--- src/core/serial_ctrl_bus_port_regs.vh ---
// Constants for the host bus port of the two-channel serial controller
//
// Behaviour
// RULE1: Muxed mode: serial registers addressed from lines 5..1 or 4..0.
// RULE2: Serial shift mode comes from command/pointer bits 1..0, independent of DMA.
// RULE3: DMA shift mode comes from bus config bit 0.
// RULE4: Non-muxed: pointer bits 2..0 pick registers 0-7, with upper-bank 8-15.
// RULE5: Command bits 5..3 decode eight commands, null through reset highest in-service.
// RULE6: Bits 7..6 decode null, reset rx CRC, reset tx CRC, reset underrun latch.
// RULE7: Every transfer on the 16-bit bus is a single byte.
// RULE8: Slave reads drive the byte on low lanes and copy it to high lanes.
// RULE9: Slave writes take data from the low byte lanes only.
// RULE10: DMA writes to memory drive the byte on both byte lanes.
// RULE11: DMA reads without byte swap take the low byte lanes only.
// RULE12: Non-muxed pointer returns to zero after the second access of a pair.
// RULE13: Byte swap on: select 1 puts odd bytes high, select 0 reverses lanes.
// RULE14: Section select high picks a serial channel by channel select, low picks DMA.
`ifndef SERIAL_CTRL_BUS_PORT_REGS_VH
`define SERIAL_CTRL_BUS_PORT_REGS_VH

// Command/pointer register fields
`define CP_RESET 8'h00
`define CP_PTR_MSB 2
`define CP_PTR_LSB 0
`define CP_CMD_MSB 5
`define CP_CMD_LSB 3
`define CP_CRC_MSB 7
`define CP_CRC_LSB 6
`define CP_SHIFT_MSB 1
`define CP_SHIFT_LSB 0
`define CP_SHIFT_RIGHT 2'h3

// Command codes in bits 5..3
`define CMD_NULL 3'h0
`define CMD_UPPER_BANK 3'h1
`define CMD_RESET_EXT_STATUS 3'h2
`define CMD_SEND_ABORT 3'h3
`define CMD_INT_NEXT_RX 3'h4
`define CMD_RESET_TX_INT 3'h5
`define CMD_ERROR_RESET 3'h6
`define CMD_RESET_IN_SERVICE 3'h7

// CRC codes in bits 7..6
`define CRC_NULL 2'h0
`define CRC_RESET_RX_CHECKER 2'h1
`define CRC_RESET_TX_GENERATOR 2'h2
`define CRC_RESET_UNDERRUN_EOM 2'h3

// Bus configuration register fields
`define BCR_RESET 8'h00
`define BCR_SHIFT_BIT 0
`define BCR_SHIFT_RIGHT 1'h1
`define BCR_SWAP_EN_BIT 6
`define BCR_SWAP_SEL_BIT 7

// Pin synchroniser reset levels: ce_n, rd_n, wr_n, as_n idle high
`define PIN_CTRL_RESET 6'h3C
`define PIN_DATA_RESET 16'h0000

`endif

--- src/core/serial_ctrl_bus_port.v ---
// Host bus port: register decode, command/pointer handling and byte lanes
`timescale 1ns/1ps
`include "serial_ctrl_bus_port_regs.vh"
module serial_ctrl_bus_port (
    // Clock and reset
    input wire clock,
    input wire arst_n,
    // Host bus pins
    input wire ce_n,
    input wire rd_n,
    input wire wr_n,
    input wire as_n,
    input wire section_select,
    input wire channel_select,
    input wire [15:0] muxed_addr_data_lines,
    output reg [15:0] bus_out,
    output reg bus_oe,
    // Configuration and DMA state
    input wire muxed_mode,
    input wire dma_master,
    // Register side toward the channel cores
    input wire [7:0] rd_byte,
    output reg [4:0] reg_addr,
    output reg to_dma,
    output reg to_channel_a,
    output reg reg_wr,
    output reg reg_rd,
    output reg [7:0] wr_byte,
    // Command/pointer decode
    output reg cmd_strobe,
    output reg [2:0] cmd_code,
    output reg crc_strobe,
    output reg [1:0] crc_code,
    output reg [7:0] command_pointer_reg,
    output reg [7:0] bus_config_reg,
    output reg config_done,
    output reg pointer_armed,
    // DMA master data path
    input wire [7:0] dma_wr_byte,
    input wire dma_drive,
    input wire dma_capture,
    input wire dma_addr0,
    output reg [7:0] dma_rd_byte,
    output reg dma_rd_valid
);
    wire [5:0] ctrl_f;
    wire [15:0] ad_f;
    wire ce_f;
    wire rd_f;
    wire wr_f;
    wire as_f;
    wire sect_f;
    wire chan_f;
    wire rd_act;
    wire wr_act;
    wire rd_start;
    wire wr_start;
    wire wr_end;
    wire as_end;
    wire serial_shift_right;
    wire dma_shift_right;
    wire take_upper;
    reg rd_act_q;
    reg wr_act_q;
    reg as_q;
    reg [4:0] latched_addr;
    reg [3:0] pointer;
    reg next_is_dma;
    reg [4:0] next_addr;

    // Every host pin crosses into the clock domain through the filter
    pin_filter #(
        .WIDTH(6),
        .RESET_VAL(`PIN_CTRL_RESET)
    ) ctrl_sync (
        .clock(clock),
        .arst_n(arst_n),
        .pin({ce_n, rd_n, wr_n, as_n, section_select, channel_select}),
        .level(ctrl_f)
    );

    pin_filter #(
        .WIDTH(16),
        .RESET_VAL(`PIN_DATA_RESET)
    ) data_sync (
        .clock(clock),
        .arst_n(arst_n),
        .pin(muxed_addr_data_lines),
        .level(ad_f)
    );

    assign ce_f = ctrl_f[5];
    assign rd_f = ctrl_f[4];
    assign wr_f = ctrl_f[3];
    assign as_f = ctrl_f[2];
    assign sect_f = ctrl_f[1];
    assign chan_f = ctrl_f[0];

    // Slave strobes are ignored while the DMA section owns the bus
    assign rd_act = ~ce_f & ~rd_f & ~dma_master;
    assign wr_act = ~ce_f & ~wr_f & ~dma_master;
    assign rd_start = rd_act & ~rd_act_q;
    assign wr_start = wr_act & ~wr_act_q;
    assign wr_end = ~wr_act & wr_act_q;
    assign as_end = as_f & ~as_q;

    // Shift modes of the two sections are held apart
    assign serial_shift_right = (command_pointer_reg[`CP_SHIFT_MSB:`CP_SHIFT_LSB]
        == `CP_SHIFT_RIGHT); // RULE2
    assign dma_shift_right = (bus_config_reg[`BCR_SHIFT_BIT] == `BCR_SHIFT_RIGHT); // RULE3

    // Lane choice for bytes fetched from memory
    assign take_upper = bus_config_reg[`BCR_SWAP_EN_BIT]
        & (bus_config_reg[`BCR_SWAP_SEL_BIT] ? dma_addr0 : ~dma_addr0); // RULE13

    // Edge history of the filtered strobes
    always @(posedge clock or negedge arst_n) begin
        if (!arst_n) begin
            rd_act_q <= 1'b0;
            wr_act_q <= 1'b0;
            as_q <= 1'b1;
        end else begin
            rd_act_q <= rd_act;
            wr_act_q <= wr_act;
            as_q <= as_f;
        end
    end

    // Multiplexed address latch at the end of address strobe
    always @(posedge clock or negedge arst_n) begin
        if (!arst_n) begin
            latched_addr <= 5'h00;
        end else if (as_end && muxed_mode) begin
            if (sect_f ? serial_shift_right : dma_shift_right) begin // RULE1 RULE3
                latched_addr <= ad_f[4:0];
            end else begin
                latched_addr <= ad_f[5:1];
            end
        end
    end

    // Target register of the access that is starting
    always @* begin
        next_is_dma = ~sect_f; // RULE14
        next_addr = 5'h00;
        if (muxed_mode) begin
            next_addr = latched_addr; // RULE1
        end else if (!next_is_dma && pointer_armed) begin
            next_addr = {1'b0, pointer}; // RULE4
        end
    end

    // Register side strobes, selection and write byte
    always @(posedge clock or negedge arst_n) begin
        if (!arst_n) begin
            reg_addr <= 5'h00;
            to_dma <= 1'b0;
            to_channel_a <= 1'b0;
            reg_wr <= 1'b0;
            reg_rd <= 1'b0;
            wr_byte <= 8'h00;
        end else begin
            reg_wr <= 1'b0;
            reg_rd <= 1'b0;
            if (rd_start || wr_start) begin
                reg_addr <= next_addr;
                to_dma <= next_is_dma; // RULE14
                to_channel_a <= ~next_is_dma & chan_f; // RULE14
            end
            if (rd_start) begin
                reg_rd <= 1'b1;
            end
            // Writes before configuration are dropped; the first DMA-section write goes to bus configuration
            if (wr_end && config_done) begin
                reg_wr <= 1'b1;
                wr_byte <= ad_f[7:0]; // RULE9 RULE7
            end
        end
    end

    // Command/pointer register, pointer and bus configuration
    always @(posedge clock or negedge arst_n) begin
        if (!arst_n) begin
            command_pointer_reg <= `CP_RESET;
            bus_config_reg <= `BCR_RESET;
            config_done <= 1'b0;
            pointer_armed <= 1'b0;
            pointer <= 4'h0;
            cmd_strobe <= 1'b0;
            cmd_code <= `CMD_NULL;
            crc_strobe <= 1'b0;
            crc_code <= `CRC_NULL;
        end else begin
            cmd_strobe <= 1'b0;
            crc_strobe <= 1'b0;
            if (wr_end && !config_done) begin
                if (!to_dma) begin
                    config_done <= 1'b0;
                end else begin
                    bus_config_reg <= ad_f[7:0]; // RULE3
                    config_done <= 1'b1;
                end
            end else if (wr_end && !to_dma && reg_addr == 5'h00 && !pointer_armed) begin
                // Write lands in the command/pointer register
                command_pointer_reg <= ad_f[7:0];
                if (ad_f[`CP_CMD_MSB:`CP_CMD_LSB] != `CMD_NULL) begin
                    cmd_strobe <= 1'b1; // RULE5
                    cmd_code <= ad_f[`CP_CMD_MSB:`CP_CMD_LSB]; // RULE5
                end
                if (ad_f[`CP_CRC_MSB:`CP_CRC_LSB] != `CRC_NULL) begin
                    crc_strobe <= 1'b1; // RULE6
                    crc_code <= ad_f[`CP_CRC_MSB:`CP_CRC_LSB]; // RULE6
                end
                if (!muxed_mode) begin
                    pointer <= {ad_f[`CP_CMD_MSB:`CP_CMD_LSB] == `CMD_UPPER_BANK,
                        ad_f[`CP_PTR_MSB:`CP_PTR_LSB]}; // RULE4
                    pointer_armed <= 1'b1;
                end
            end else if ((wr_end || rd_start) && pointer_armed && !next_is_dma) begin
                // Second access of the pair sends the pointer home
                pointer_armed <= 1'b0; // RULE12
                pointer <= 4'h0; // RULE12
            end
        end
    end

    // Bus drive: slave read data or DMA write data, byte copied on both lanes
    always @(posedge clock or negedge arst_n) begin
        if (!arst_n) begin
            bus_out <= 16'h0000;
            bus_oe <= 1'b0;
        end else if (dma_master) begin
            bus_out <= {dma_wr_byte, dma_wr_byte}; // RULE10 RULE7
            bus_oe <= dma_drive;
        end else begin
            bus_out <= {rd_byte, rd_byte}; // RULE8 RULE7
            bus_oe <= rd_act;
        end
    end

    // Byte fetched from memory while DMA master
    always @(posedge clock or negedge arst_n) begin
        if (!arst_n) begin
            dma_rd_byte <= 8'h00;
            dma_rd_valid <= 1'b0;
        end else begin
            dma_rd_valid <= dma_capture & dma_master;
            if (dma_capture && dma_master) begin
                dma_rd_byte <= take_upper ? ad_f[15:8] : ad_f[7:0]; // RULE11 RULE13
            end
        end
    end
endmodule

--- src/core/pin_filter.v ---
// Three-stage pin synchroniser with agreement filter
`timescale 1ns/1ps
module pin_filter #(
    parameter WIDTH = 1,
    parameter [WIDTH-1:0] RESET_VAL = {WIDTH{1'b0}}
) (
    // Clock and reset
    input wire clock,
    input wire arst_n,
    // Raw pins and filtered result
    input wire [WIDTH-1:0] pin,
    output reg [WIDTH-1:0] level
);
    reg [WIDTH-1:0] stage1;
    reg [WIDTH-1:0] stage2;
    reg [WIDTH-1:0] stage3;
    wire [WIDTH-1:0] differ;

    // A bit moves only once stages two and three agree
    assign differ = stage2 ^ stage3;

    // Stage one feeds stage two only, to keep metastability contained
    always @(posedge clock or negedge arst_n) begin
        if (!arst_n) begin
            stage1 <= RESET_VAL;
            stage2 <= RESET_VAL;
            stage3 <= RESET_VAL;
            level <= RESET_VAL;
        end else begin
            stage1 <= pin;
            stage2 <= stage1;
            stage3 <= stage2;
            level <= (stage3 & ~differ) | (level & differ);
        end
    end
endmodule

--- config.mk ---
export PLATFORM = sky130hd
export DESIGN_NAME = serial_ctrl_bus_port
export DESIGN_NICKNAME = d
export VERILOG_FILES = /design/src/core/serial_ctrl_bus_port.v /design/src/core/pin_filter.v
export VERILOG_INCLUDE_DIRS = /design/src /design/src/core
export SDC_FILE = /design/constraint.sdc
export NUM_CORES = 1
export LEC_CHECK = 0
export BUFFER_PORTS_ARGS = -buffer_cell sky130_fd_sc_hd__buf_2
export CORE_MARGIN = 3
export CORE_UTILIZATION = 35
export CTS_BUF_LIST = sky130_fd_sc_hd__clkbuf_16
export CTS_CLUSTER_DIAMETER = 40
export CTS_CLUSTER_SIZE = 30
export DETAILED_ROUTE_END_ITERATION = 6
export PLACE_DENSITY_LB_ADDON = 0.08
export SYNTH_ARGS = -nofsm -noshare
export SYNTH_HDL_FRONTEND = slang
export SYNTH_SLANG_ARGS = --single-unit
--- constraint.sdc ---
create_clock -name clock -period 2.29 [get_ports clock]
set_input_delay 0.3435 -clock clock [delete_from_list [all_inputs] [get_ports clock]]
set_output_delay 0.3435 -clock clock [all_outputs]
set_load 0.1 [all_outputs]
[After elaboration in Yosys (flattened, before gate mapping)]
Cells that the tools add are included.
Storage, ports and cells
  bits in registers: 168
  input bits: 45
  output and inout port bits: 68
  word-level logic and storage cells: 113
Operators by class
  eq/ne operators: 3
  multiplexer cells: 23
  bitwise logic cells: 32
  reductions and logical operators: 24
Operator list (number)
  $and A16 B16 Y16: 2
  $mux W16: 1
  $mux W4: 4
  $not A16 Y16: 1
  $or A16 B16 Y16: 1
  $xor A16 B16 Y16: 1
  $mux W1: 15
  $and A6 B6 Y6: 2
  $and A1 B1 Y1: 11
  $not A1 Y1: 11
  $logic_and A1 B1 Y1: 10
  $mux W5: 2
  $reduce_and A3 Y1: 3
  $mux W8: 1
  $not A6 Y6: 1
  $or A6 B6 Y6: 1
  $xor A6 B6 Y6: 1
  $logic_not A5 Y1: 1
  $reduce_and A2 Y1: 2
  $reduce_bool A2 Y1: 2
  $eq A3 B1 Y1 const B: 1
  $logic_not A1 Y1: 3
  $reduce_bool A3 Y1: 1
  $eq A2 B2 Y1 const B: 1
  other kinds (2): 3

[Longest topological paths before layout]
Gate-level depths: netlist (run 1).
  depth after elaboration: 10
  depth in mapped cells: 5
  gate-level depth less buffers: 4

[By module]
From an unflattened synthesis (run 1), not the netlist that was laid out.
Unflattened totals
  cells, all modules: 362
  area, all modules: 5449.0 µm²
By module, submodules not included
  serial_ctrl_bus_port: times used 1, cells each 252, area each 2979.1 µm², seq. area each 1803.0 µm²
  pin_filter (data_sync): times used 1, cells each 80, area each 1781.7 µm², seq. area each 1601.5 µm²
  pin_filter (ctrl_sync): times used 1, cells each 30, area each 688.2 µm², seq. area each 620.6 µm²

[Worst setup path after synthesis (run 1)]
OpenSTA, ideal clock, no wires.
  kind: reg2reg
  start point: register to_dma
  end point: register command_pointer_reg[1]
  setup time: 126 ps
  arrival time: 2159 ps
  data required time: 2164 ps
  slack: 6 ps
  cell stages (with the launch flop): 5
  buffers on the path: 1
  clock period less this slack: 2284 ps
  cell sequence: dfrtp_1 > or4_4 > nor3_1 > buf_2 > mux2_2
Between the ends
  cells in the longest elaborated chain, start to end: 5
RTL lines
  start, declared: RTL line serial_ctrl_bus_port.v:24  | output reg to_dma,
  start signal, assigned: RTL line serial_ctrl_bus_port.v:167  | to_dma <= next_is_dma;
  $logic_not A1 Y1: RTL line serial_ctrl_bus_port.v:203  | end else if (wr_end && !to_dma && reg_addr == 5'h00 && !pointer_armed) begin
  $logic_and A1 B1 Y1 (3 in series): RTL line serial_ctrl_bus_port.v:203
  $reduce_and A2 Y1 (no line)
  end signal, assigned: RTL line serial_ctrl_bus_port.v:184  | command_pointer_reg <= `CP_RESET;
  end signal, assigned: RTL line serial_ctrl_bus_port.v:205  | command_pointer_reg <= ad_f[7:0];
  end, declared: RTL line serial_ctrl_bus_port.v:34  | output reg [7:0] command_pointer_reg,
No other way between the ends.
A chain may end at the register's enable or synchronous reset.

[Worst setup path in the final report (run 1)]
Same ends and word-level chain as after synthesis.

==> results of run 1 <==
## per-layer routing
layer,wire [um],vias up,track usage (%),part of all wire (%)
met4,173,0,5.75,1.6
met2,4760,87,19.7,45
li1,-,1462,-,-
met3,668,12,4.91,6.3
met5,0,-,0,0
met1,4940,1548,17.4,47
## layout by cell type (no fill, tap or decap), types with 8 or more instances in the layout
cell type  synthesis  layout
dfrtp_1          143     143
maj3_1            22      22
o21ai_0           17      17
nand2_1           41      41
a21oi_1            9       9
a22o_1             8       8
clkinv_1           1       8
dfstp_2           17      17
mux2_2            22      22
nor2_1            10      10
mux2i_1           14      14
buf_2              2     111
clkbuf_16          0      17
## repair_timing
action	CTS	global route
hold endpoints to repair	37	2
setup endpoints to repair	0	0
hold buffers	1	2
resized for setup	0	0
## kinds of logic after synthesis
kind of cell	synth area share, %
muxes	7.19
AOI/OAI and AO/OA	6.10
xor gates and xnor gates	0.162
and+or+nand+nor	5.25
buffers and inverters	2.55
DFF	74.7
adders and majority gates	4.08
## Yosys cell counts, drive strengths merged, types with 5 or more instances
library cell	n	area (um^2)
nor3	5	30.0
mux2	22	248
a22o	8	70.1
inv	5	18.8
mux2i	14	140
dfrtp	143	3580
a21oi	9	45.0
clkbuf	11	41.3
nand2	41	154
o21ai	17	85.1
dfstp	17	447
buf	11	73.8
maj3	22	220
nor2	10	37.5
## power breakdown
group | switching (mW) | total [mW] | internal, mW
sequential | 0.273 | 3.49 | 3.22
combinational | 2.19 | 2.63 | 0.441
clock | 1.02 | 2.57 | 1.55
## through the flow
stage               std cells  worst slack (ns)  power, mW
global route              676             0.315       9.08
floorplan                 361           0.00572       5.64
finish                    676             0.381       8.68
CTS                       674             0.386       8.81
detailed placement        643             0.391       6.19
global placement          643             0.420       6.17
## worst max-delay path, cell delays in order (launching register included)
cell     delay, ns
dfrtp_1       0.40
or4_4         0.58
nor3_2        0.17
buf_4         0.27
mux2_2        0.36
## worst paths after layout
check                           cells past startpoint                      to
worst max-delay path                                4  command_pointer_reg[1]
worst min-delay path                                1     ctrl_sync.stage1[4]
worst max register to register                      4  command_pointer_reg[1]
worst min register to register                      0    data_sync.stage2[15]
max in group asynchronous                           3                    as_q
min in group asynchronous                           2  command_pointer_reg[0]
## area by class of cell
cell class | instances | area, um^2 | area share [%]
Sequential cell | 160 | 4030 | 59.9
Multi-Input combinational cell | 173 | 1230 | 18.3
Timing Repair Buffer | 123 | 682 | 10.1
Clock buffer | 17 | 425 | 6.33
Tap cell | 184 | 230 | 3.42
Clock inverter | 13 | 105 | 1.56
Inverter | 6 | 22.5 | 0.335
==> results.md, run 1 <==
* Full die area at 16900 um^2
* DIE HEIGHT at 130 um
* Synthesized instance count at 361
* DR iter-0 viols at 145
* CTS root buf: clkbuf_16
* Maximum clock frequency at 0.524 GHz
* Final period util at 83.4%
* Pins Over Slew Limit at 0
* Gr ovfl total at 0
* Distinct cell type count after synthesis at 35
* Total Routing Usage GR at 13.2%
* Arr. time, crit path at 2.20 ns
* CTS Buffer Depth at 2
* Number of flops mapped to enable cells by yosys at 0
* Die Width at 130 um
* Htree depth at 4
* Power Dens Cells at 1290 nW/um^2
* Antenna cells at 0
* Clock-pin slew on the worst setup and hold paths at 0.06 ns
* WL/cell at 15.6 um
* Final TNS setup at 0 ns
* Max FO, Critical Path at 20
* TritonCTS buffer count at 17
* Worst-Skew Late Latency at 0.42 ns
* Netlist Area Pre-Place at 5390 um^2
* Final Cell Area at 6720 um^2
* Final Net Count at 526
* Register area share after synthesis at 74.7%
* Vias in the first global route at 3161
* 1st-pass router iterations at 4
* # fillers at 1355
* Worst r2r src: to_dma
* Initial Utilization at 36.4%
* Setup Skew at 0.0112 ns
* CP required at 2.58 ns
* Largest net degree at the start of global routing at 54
* Share of cells above drive strength 1 at 37.8%
* HPWL Detailed at 7210 um
* Critical Path Start: to_dma
* Syn Nets at 406
* Post-layout util at 45.4%
* Post-CTS Setup Inserts at 0
* Reg2Reg Setup Slack at 0.38 ns
* Final Hold Fails at 0
* Max VDD drop at 775 uV
* I/O pin count at 113
* Startpoint Class: register
* CTS tree: built
* RSZ-0062 raised after global routing: no
* WS Path Type: reg -> reg
* Routability congestion estimate at 0.727
* Final ANT Viol Nets at 0
* Hold WS at 0.0325 ns
* Via/cell ratio at 4.60
* Outcome: finished clean
* Most common flop cell mapped by yosys: dfrtp_1
* Vias at 3109
* Async set-reset flop share out of synthesis at 100%
* #FFs+latches synth at 160
* Yosys Warn Count at 0
* Final min period at 1.91 ns
* Layout area overhead at 24.7%
* Initial antenna violation count at 0
* Worst slew pin tran at 0.853 ns
* Max-cap violations at 0
* Total core area at 14800 um^2
* WL final at 10500 um
* Worst relative slew slack at 43.2%
* Clock Sinks at 160
* CP Capture Type: register
* Worst Hold Class: in -> reg
* Row count at 44
* Final setup viols at 0
* Static Leakage at 3.26 nW
* Remaining DRCs at 0
* Placed inst area at 6160 um^2
* Port bufs at 112
* Worst Hold Launch: rd_n
* First-pass GRT wire length at 16700 um
* Mean post-synth cell area at 14.9 um^2
No activity file was read; power rests on OpenSTA's default activity.
==> run 2, diff against run 1 <==
==> constraint.sdc (replaced) <==
create_clock -name clock -period 1.7 [get_ports clock]
set_input_delay 0.255 -clock clock [delete_from_list [all_inputs] [get_ports clock]]
set_output_delay 0.255 -clock clock [all_outputs]
set_load 0.1 [all_outputs]
==> results.md, run 2 (same netlist as run 1, synthesis figures left out) <==
* Outcome: complete, but fails checks
* Failing checks: setup timing
* Htree depth at 4 (unchanged)
* Post-layout power at 12.5 mW (+44%)
* Max FO, Critical Path at 4 (-80%)
* Largest net degree at the start of global routing at 51 (-5.6%)
* Startpoint Class: register
* Final ANT Viol Nets at 0 (unchanged)
* M1 WL at 4890 um (-0.97%)
* WL/cell at 15.1 um (-3.3%)
* Commonest non-fill, non-tap cell in the layout: dfrtp_1
* WS Path Type: reg -> reg
* Setup Skew at 0.00878 ns (-0.00243 ns)
* CP Capture Type: register
* Final min period at 1.81 ns (-0.0981 ns)
* Row count at 44 (unchanged)
* Placed inst area at 6340 um^2 (+2.9%)
* Met2 WL at 5210 um (+9.4%)
* 1st-pass router iterations at 4 (unchanged)
* Post-layout util at 48.9% (+3.5 points)
* Pins Over Slew Limit at 0 (unchanged)
* Port bufs at 112 (unchanged)
* Hold WS at 0.0363 ns (+0.00376 ns)
* Final Hold Fails at 0 (unchanged)
* Maximum clock frequency at 0.552 GHz (+5.4%)
* RSZ-0062 raised after global routing: yes
* Power Dens Cells at 1720 nW/um^2 (+33%)
* Initial antenna violation count at 0 (unchanged)
* Final Net Count at 564 (+7.2%)
* CP required at 2.01 ns (-0.57 ns)
* Die Width at 130 um (unchanged)
* First-pass GRT wire length at 17500 um (+4.6%)
* Full die area at 16900 um^2 (unchanged)
* Final setup viols at 16 (+16)
* TritonCTS buffer count at 17 (unchanged)
* CTS tree: built
* HPWL Detailed at 7340 um (+1.9%)
* CP peak stage delay at 0.52 ns (-0.06 ns)
* Arr. time, crit path at 2.12 ns (-0.08 ns)
* # fillers at 1301 (-4.0%)
* Master of the slowest instance on the critical path: or4_4
* Worst slew pin tran at 0.510 ns (-0.342 ns)
* Initial Utilization at 36.4% (unchanged)
* Vias at 3260 (+4.9%)
* DR iter-0 viols at 152 (+4.8%)
* Antenna cells at 0 (unchanged)
* CTS root buf: clkbuf_16
* Worst-Skew Late Latency at 0.42 ns (about the same)
* CP cell instances: or4_4 > o31a_1 > o21a_1 > a22o_1
* Placed insts at 660 (+2.6%)
* Vias in the first global route at 3369 (+6.6%)
* Final period util at 107% (+23 points)
* Total Routing Usage GR at 13.8% (+0.56 points)
* WL final at 10800 um (+2.4%)
* Gr ovfl total at 0 (unchanged)
* Remaining DRCs at 0 (unchanged)
* Clock Sinks at 160 (unchanged)
* Final Cell Area at 7240 um^2 (+7.7%)
* Max-cap violations at 0 (unchanged)
* PnR worst setup slack at -0.111 ns (-0.492 ns)
* Max VDD drop at 760 uV (-2.0%)
* Routability congestion estimate at 0.792 (+9.0%)
* Top layer in use: met4
* Total core area at 14800 um^2 (unchanged)
* Worst relative slew slack at 66.0% (+23 points)
* Fin cells at 716 (+5.9%)
* Most frequent cells in the layout: dfrtp_1, buf_2, nand2_1
* I/O pin count at 113 (unchanged)
* Via/cell ratio at 4.55 (-1.0%)
* Share of cells above drive strength 1 at 42.9% (+5.1 points)
* Largest delay share family, worst path: compound AO/OA/AOI/OAI gates
* CTS Buffer Depth at 2 (unchanged)
* Static Leakage at 3.49 nW (+6.9%)
* Layout area overhead at 34.3%
* Met3 Wirelength at 458 um (-31%)
* DIE HEIGHT at 130 um (unchanged)
* Buf+Inv Stages, Crit Path at 0 (-1)
* Clock-pin slew on the worst setup and hold paths at 0.07 ns (about the same)
* Worst Hold Class: in -> reg
[run 2: cell types whose count changed in the layout (fill, tap and decap cells not counted), sizes merged]
cell,delta
dlygate4sd3,+20
buf,+18
bufinv,+2
inv,+3
clkinv,-4
clkinvlp,+1
[run 2: report_power, final]
group | internal, mW | total, mW | switching [mW]
logic | 0.787 | 3.80 | 3.01
registers | 4.35 | 4.71 | 0.367
clock network | 2.45 | 3.96 | 1.51
[run 2: timing repair]
action | 4_1_cts | 5_1_grt
buffers inserted | 1 | 0
endpoints found under the setup margin | 20 | 28
pin swaps | 1 | 1
hold endpoints to repair | 67 | 0
hold buffers | 23 | 0
resized for setup | 4 | 5
[run 2: layout make-up]
type,instances,area (um^2),area share (%)
repair buffers,161,1030,14.3
flip-flops and latches,160,4040,55.8
clock buffers,17,425,5.87
clock inverters,15,190,2.63
inverters,6,26.3,0.363
multi-input cells,173,1290,17.8
well taps,184,230,3.18
[run 2: layer usage]
metal	up-vias	GRT usage, %
li1	1556	-
met2	75	20.8
met4	0	7.15
met5	-	0
met1	1610	18.0
met3	19	4.01
[run 2: worst register-to-register path: stages, from the launching register on]
cell	delay [ns]
dfrtp_4	0.47
or4_4	0.52
o31a_1	0.28
o21a_1	0.22
a22o_1	0.22
[run 2: worst paths after layout]
path	start	endpoint	slack [ns]	depth (start not counted)
setup reg to reg	to_dma	pointer[0]	-0.11	4
hold reg to reg	data_sync.stage1[10]	data_sync.stage2[10]	0.35	0
max in group asynchronous	arst_n	bus_config_reg[7]	0.69	3
min in group asynchronous	arst_n	asynchronous set/reset pin	0.26	2
hold / removal	dma_drive	bus_oe	0.04	2
setup / recovery	to_dma	pointer[0]	-0.11	4
[run 2: per-stage QoR]
stage                     setup TNS, ns  worst slack, ns
after global routing              -1.74           -0.156
after floorplan                   -3.89           -0.294
after CTS                         -1.06           -0.107
after global placement            -2.03           -0.179
after detailed placement          -2.65           -0.201
final                            -0.913           -0.111
==> run 3, diff against run 2 <==
--- a/config.mk
+++ b/config.mk
@@ -13,6 +13,7 @@
 export CTS_CLUSTER_DIAMETER = 40
 export CTS_CLUSTER_SIZE = 30
 export DETAILED_ROUTE_END_ITERATION = 6
+export GPL_TIMING_DRIVEN = 0
 export PLACE_DENSITY_LB_ADDON = 0.08
 export SYNTH_ARGS = -nofsm -noshare
 export SYNTH_HDL_FRONTEND = slang
==> results.md, run 3 (same netlist as run 1, synthesis figures left out) <==
* Share of cells above drive strength 1 at 40.0% (-2.8 points)
* CTS root buf: clkbuf_16
* Via/cell ratio at 4.50 (-1.2%)
* Placed insts at 657 (-0.45%)
* Hold path depth at 2 (unchanged)
* WS Path Type: reg -> reg
* Pins Over Slew Limit at 0 (unchanged)
* RSZ-0062 raised after global routing: yes
* Initial Utilization at 36.4% (unchanged)
* Layout area overhead at 32.2%
* CP required at 2.00 ns (about the same)
* Vias at 3222 (-1.2%)
* CTS tree: built
* Gr ovfl total at 0 (unchanged)
* # fillers at 1334 (+2.5%)
* R2R Path End: pointer[1]
* Placed inst area at 6260 um^2 (-1.2%)
* Htree depth at 4 (unchanged)
* Worst slew pin tran at 0.655 ns (+0.144 ns)
* M1 WL at 4810 um (-1.7%)
* Final period util at 112% (+5.4 points)
* Static Leakage at 3.43 nW (-1.7%)
* Routability congestion estimate at 0.718 (-9.3%)
* Die Width at 130 um (unchanged)
* WL final at 10500 um (-2.6%)
* Failing checks: setup timing
* Clock Sinks at 160 (unchanged)
* Outcome: complete, but fails checks
* Worst r2r src: to_dma
* Largest net degree at the start of global routing at 125 (+150%)
* 1st-pass router iterations at 4 (unchanged)
* Post-place setup slack at -0.250 ns (-0.0489 ns)
* Total Routing Usage GR at 13.3% (-0.47 points)
* Full die area at 16900 um^2 (unchanged)
* Worst Hold Launch: dma_drive
* CTS Buffer Depth at 2 (unchanged)
* PnR worst setup slack at -0.203 ns (-0.0915 ns)
* DIE HEIGHT at 130 um (unchanged)
* HPWL Detailed at 7050 um (-4.0%)
* Hold WS at 0.0464 ns (+0.0102 ns)
* Antenna cells at 0 (unchanged)
* Worst relative slew slack at 56.0% (-10 points)
* Reg2Reg Setup Slack at -0.20 ns (-0.09 ns)
* Max FO, Critical Path at 4 (unchanged)
* Total core area at 14800 um^2 (unchanged)
* Maximum clock frequency at 0.526 GHz (-4.8%)
* Max VDD drop at 838 uV (+10%)
* Worst-Skew Late Latency at 0.42 ns (about the same)
* Final Cell Area at 7130 um^2 (-1.6%)
* Post-layout power at 11.8 mW (-5.7%)
* R2R depth at 4 (unchanged)
* Most frequent cells in the layout: dfrtp_1, buf_2, nand2_1
* CP Capture Type: register
* Startpoint Class: register
* Post-layout util at 48.1% (-0.79 points)
* Arr. time, crit path at 2.20 ns (+0.08 ns)
* Setup Skew at 0.00991 ns (+0.00113 ns)
* First-pass GRT wire length at 17000 um (-3.0%)
* End of the worst hold path: bus_oe
* Final Net Count at 566 (+0.35%)
* Worst Hold Class: in -> reg
* Max-cap violations at 0 (unchanged)
* Row count at 44 (unchanged)
* Met2 WL at 5000 um (-4.1%)
* Port bufs at 111 (-0.89%)
* Power Dens Cells at 1650 nW/um^2 (-4.1%)
* Clock-pin slew on the worst setup and hold paths at 0.06 ns (about the same)
* Initial antenna violation count at 0 (unchanged)
* Fin cells at 716 (unchanged)
* I/O pin count at 113 (unchanged)
* Final Hold Fails at 0 (unchanged)
* Final ANT Viol Nets at 0 (unchanged)
* TritonCTS buffer count at 17 (unchanged)
* Top layer in use: met4
* Final TNS setup at -2.28 ns (-1.36 ns)
* Final min period at 1.90 ns (+0.0915 ns)
* Final setup viols at 16 (unchanged)
* Vias in the first global route at 3224 (-4.3%)
* DR iter-0 viols at 203 (+34%)
* Remaining DRCs at 0 (unchanged)
* Commonest non-fill, non-tap cell in the layout: dfrtp_1
* Met3 Wirelength at 504 um (+10%)
* WL/cell at 14.7 um (-2.6%)
run 3: cell types whose count changed in the layout (fill, tap and decap cells not counted), moves of 3 or more:
cell,previous run,this run
clkbuf_1,0,8
bufinv_16,4,1
inv_6,3,0
inv_1,6,11
buf_4,22,12
run 3: power breakdown:
part / internal [mW] / switching (mW) / leakage (nW)
Clock: 1.95 / 1.40 / 0.267
Combinational: 0.722 / 3.03 / 1.27
Sequential: 4.35 / 0.321 / 1.90
Total: 7.02 / 4.75 / 3.43
run 3: timing repair:
item / CTS / global route
setup endpoints to repair: 39 / 38
pin swaps: 3 / 0
buffers inserted: 5 / 2
hold buffers: 23 / 0
gates resized for setup: 6 / 8
endpoints found under the hold margin: 58 / 0
run 3: layout make-up:
cell class                 count  area (um^2)  area share [%]
buffer                        21          126            1.77
inverter                       6         22.5           0.316
sequential                   160         4040            56.8
clock inverter                13         88.8            1.25
timing repair buffer         142          896            12.6
multi-input combinational    173         1290            18.1
clock buffer                  17          425            5.97
tap                          184          230            3.23
run 3: worst max-delay path by stage:
stage                startpoint                     end  slack (ns)  depth (start not counted)
floorplan           reg_addr[4]              pointer[1]       -0.29                          4
global placement         arst_n                  to_dma       -2.56                          1
detailed placement  reg_addr[4]  command_pointer_reg[2]       -0.25                          4
CTS                      to_dma              pointer[1]       -0.20                          4
global route             to_dma              pointer[2]       -0.23                          4
finish                   to_dma              pointer[1]       -0.20                          4
run 3: worst max-delay path, stage by stage, from the launching register on:
cell	delay (ns)
dfrtp_4	0.47
or4_4	0.57
o31a_1	0.31
o21a_1	0.22
a22o_1	0.22
run 3: metal layers:
| layer | up-vias | GRT usage, % |
|---|---|---|
| li1 | 1554 | - |
| met1 | 1582 | 18.0 |
| met2 | 70 | 19.6 |
| met3 | 16 | 4.13 |
| met4 | 0 | 6.23 |
| met5 | - | 0 |
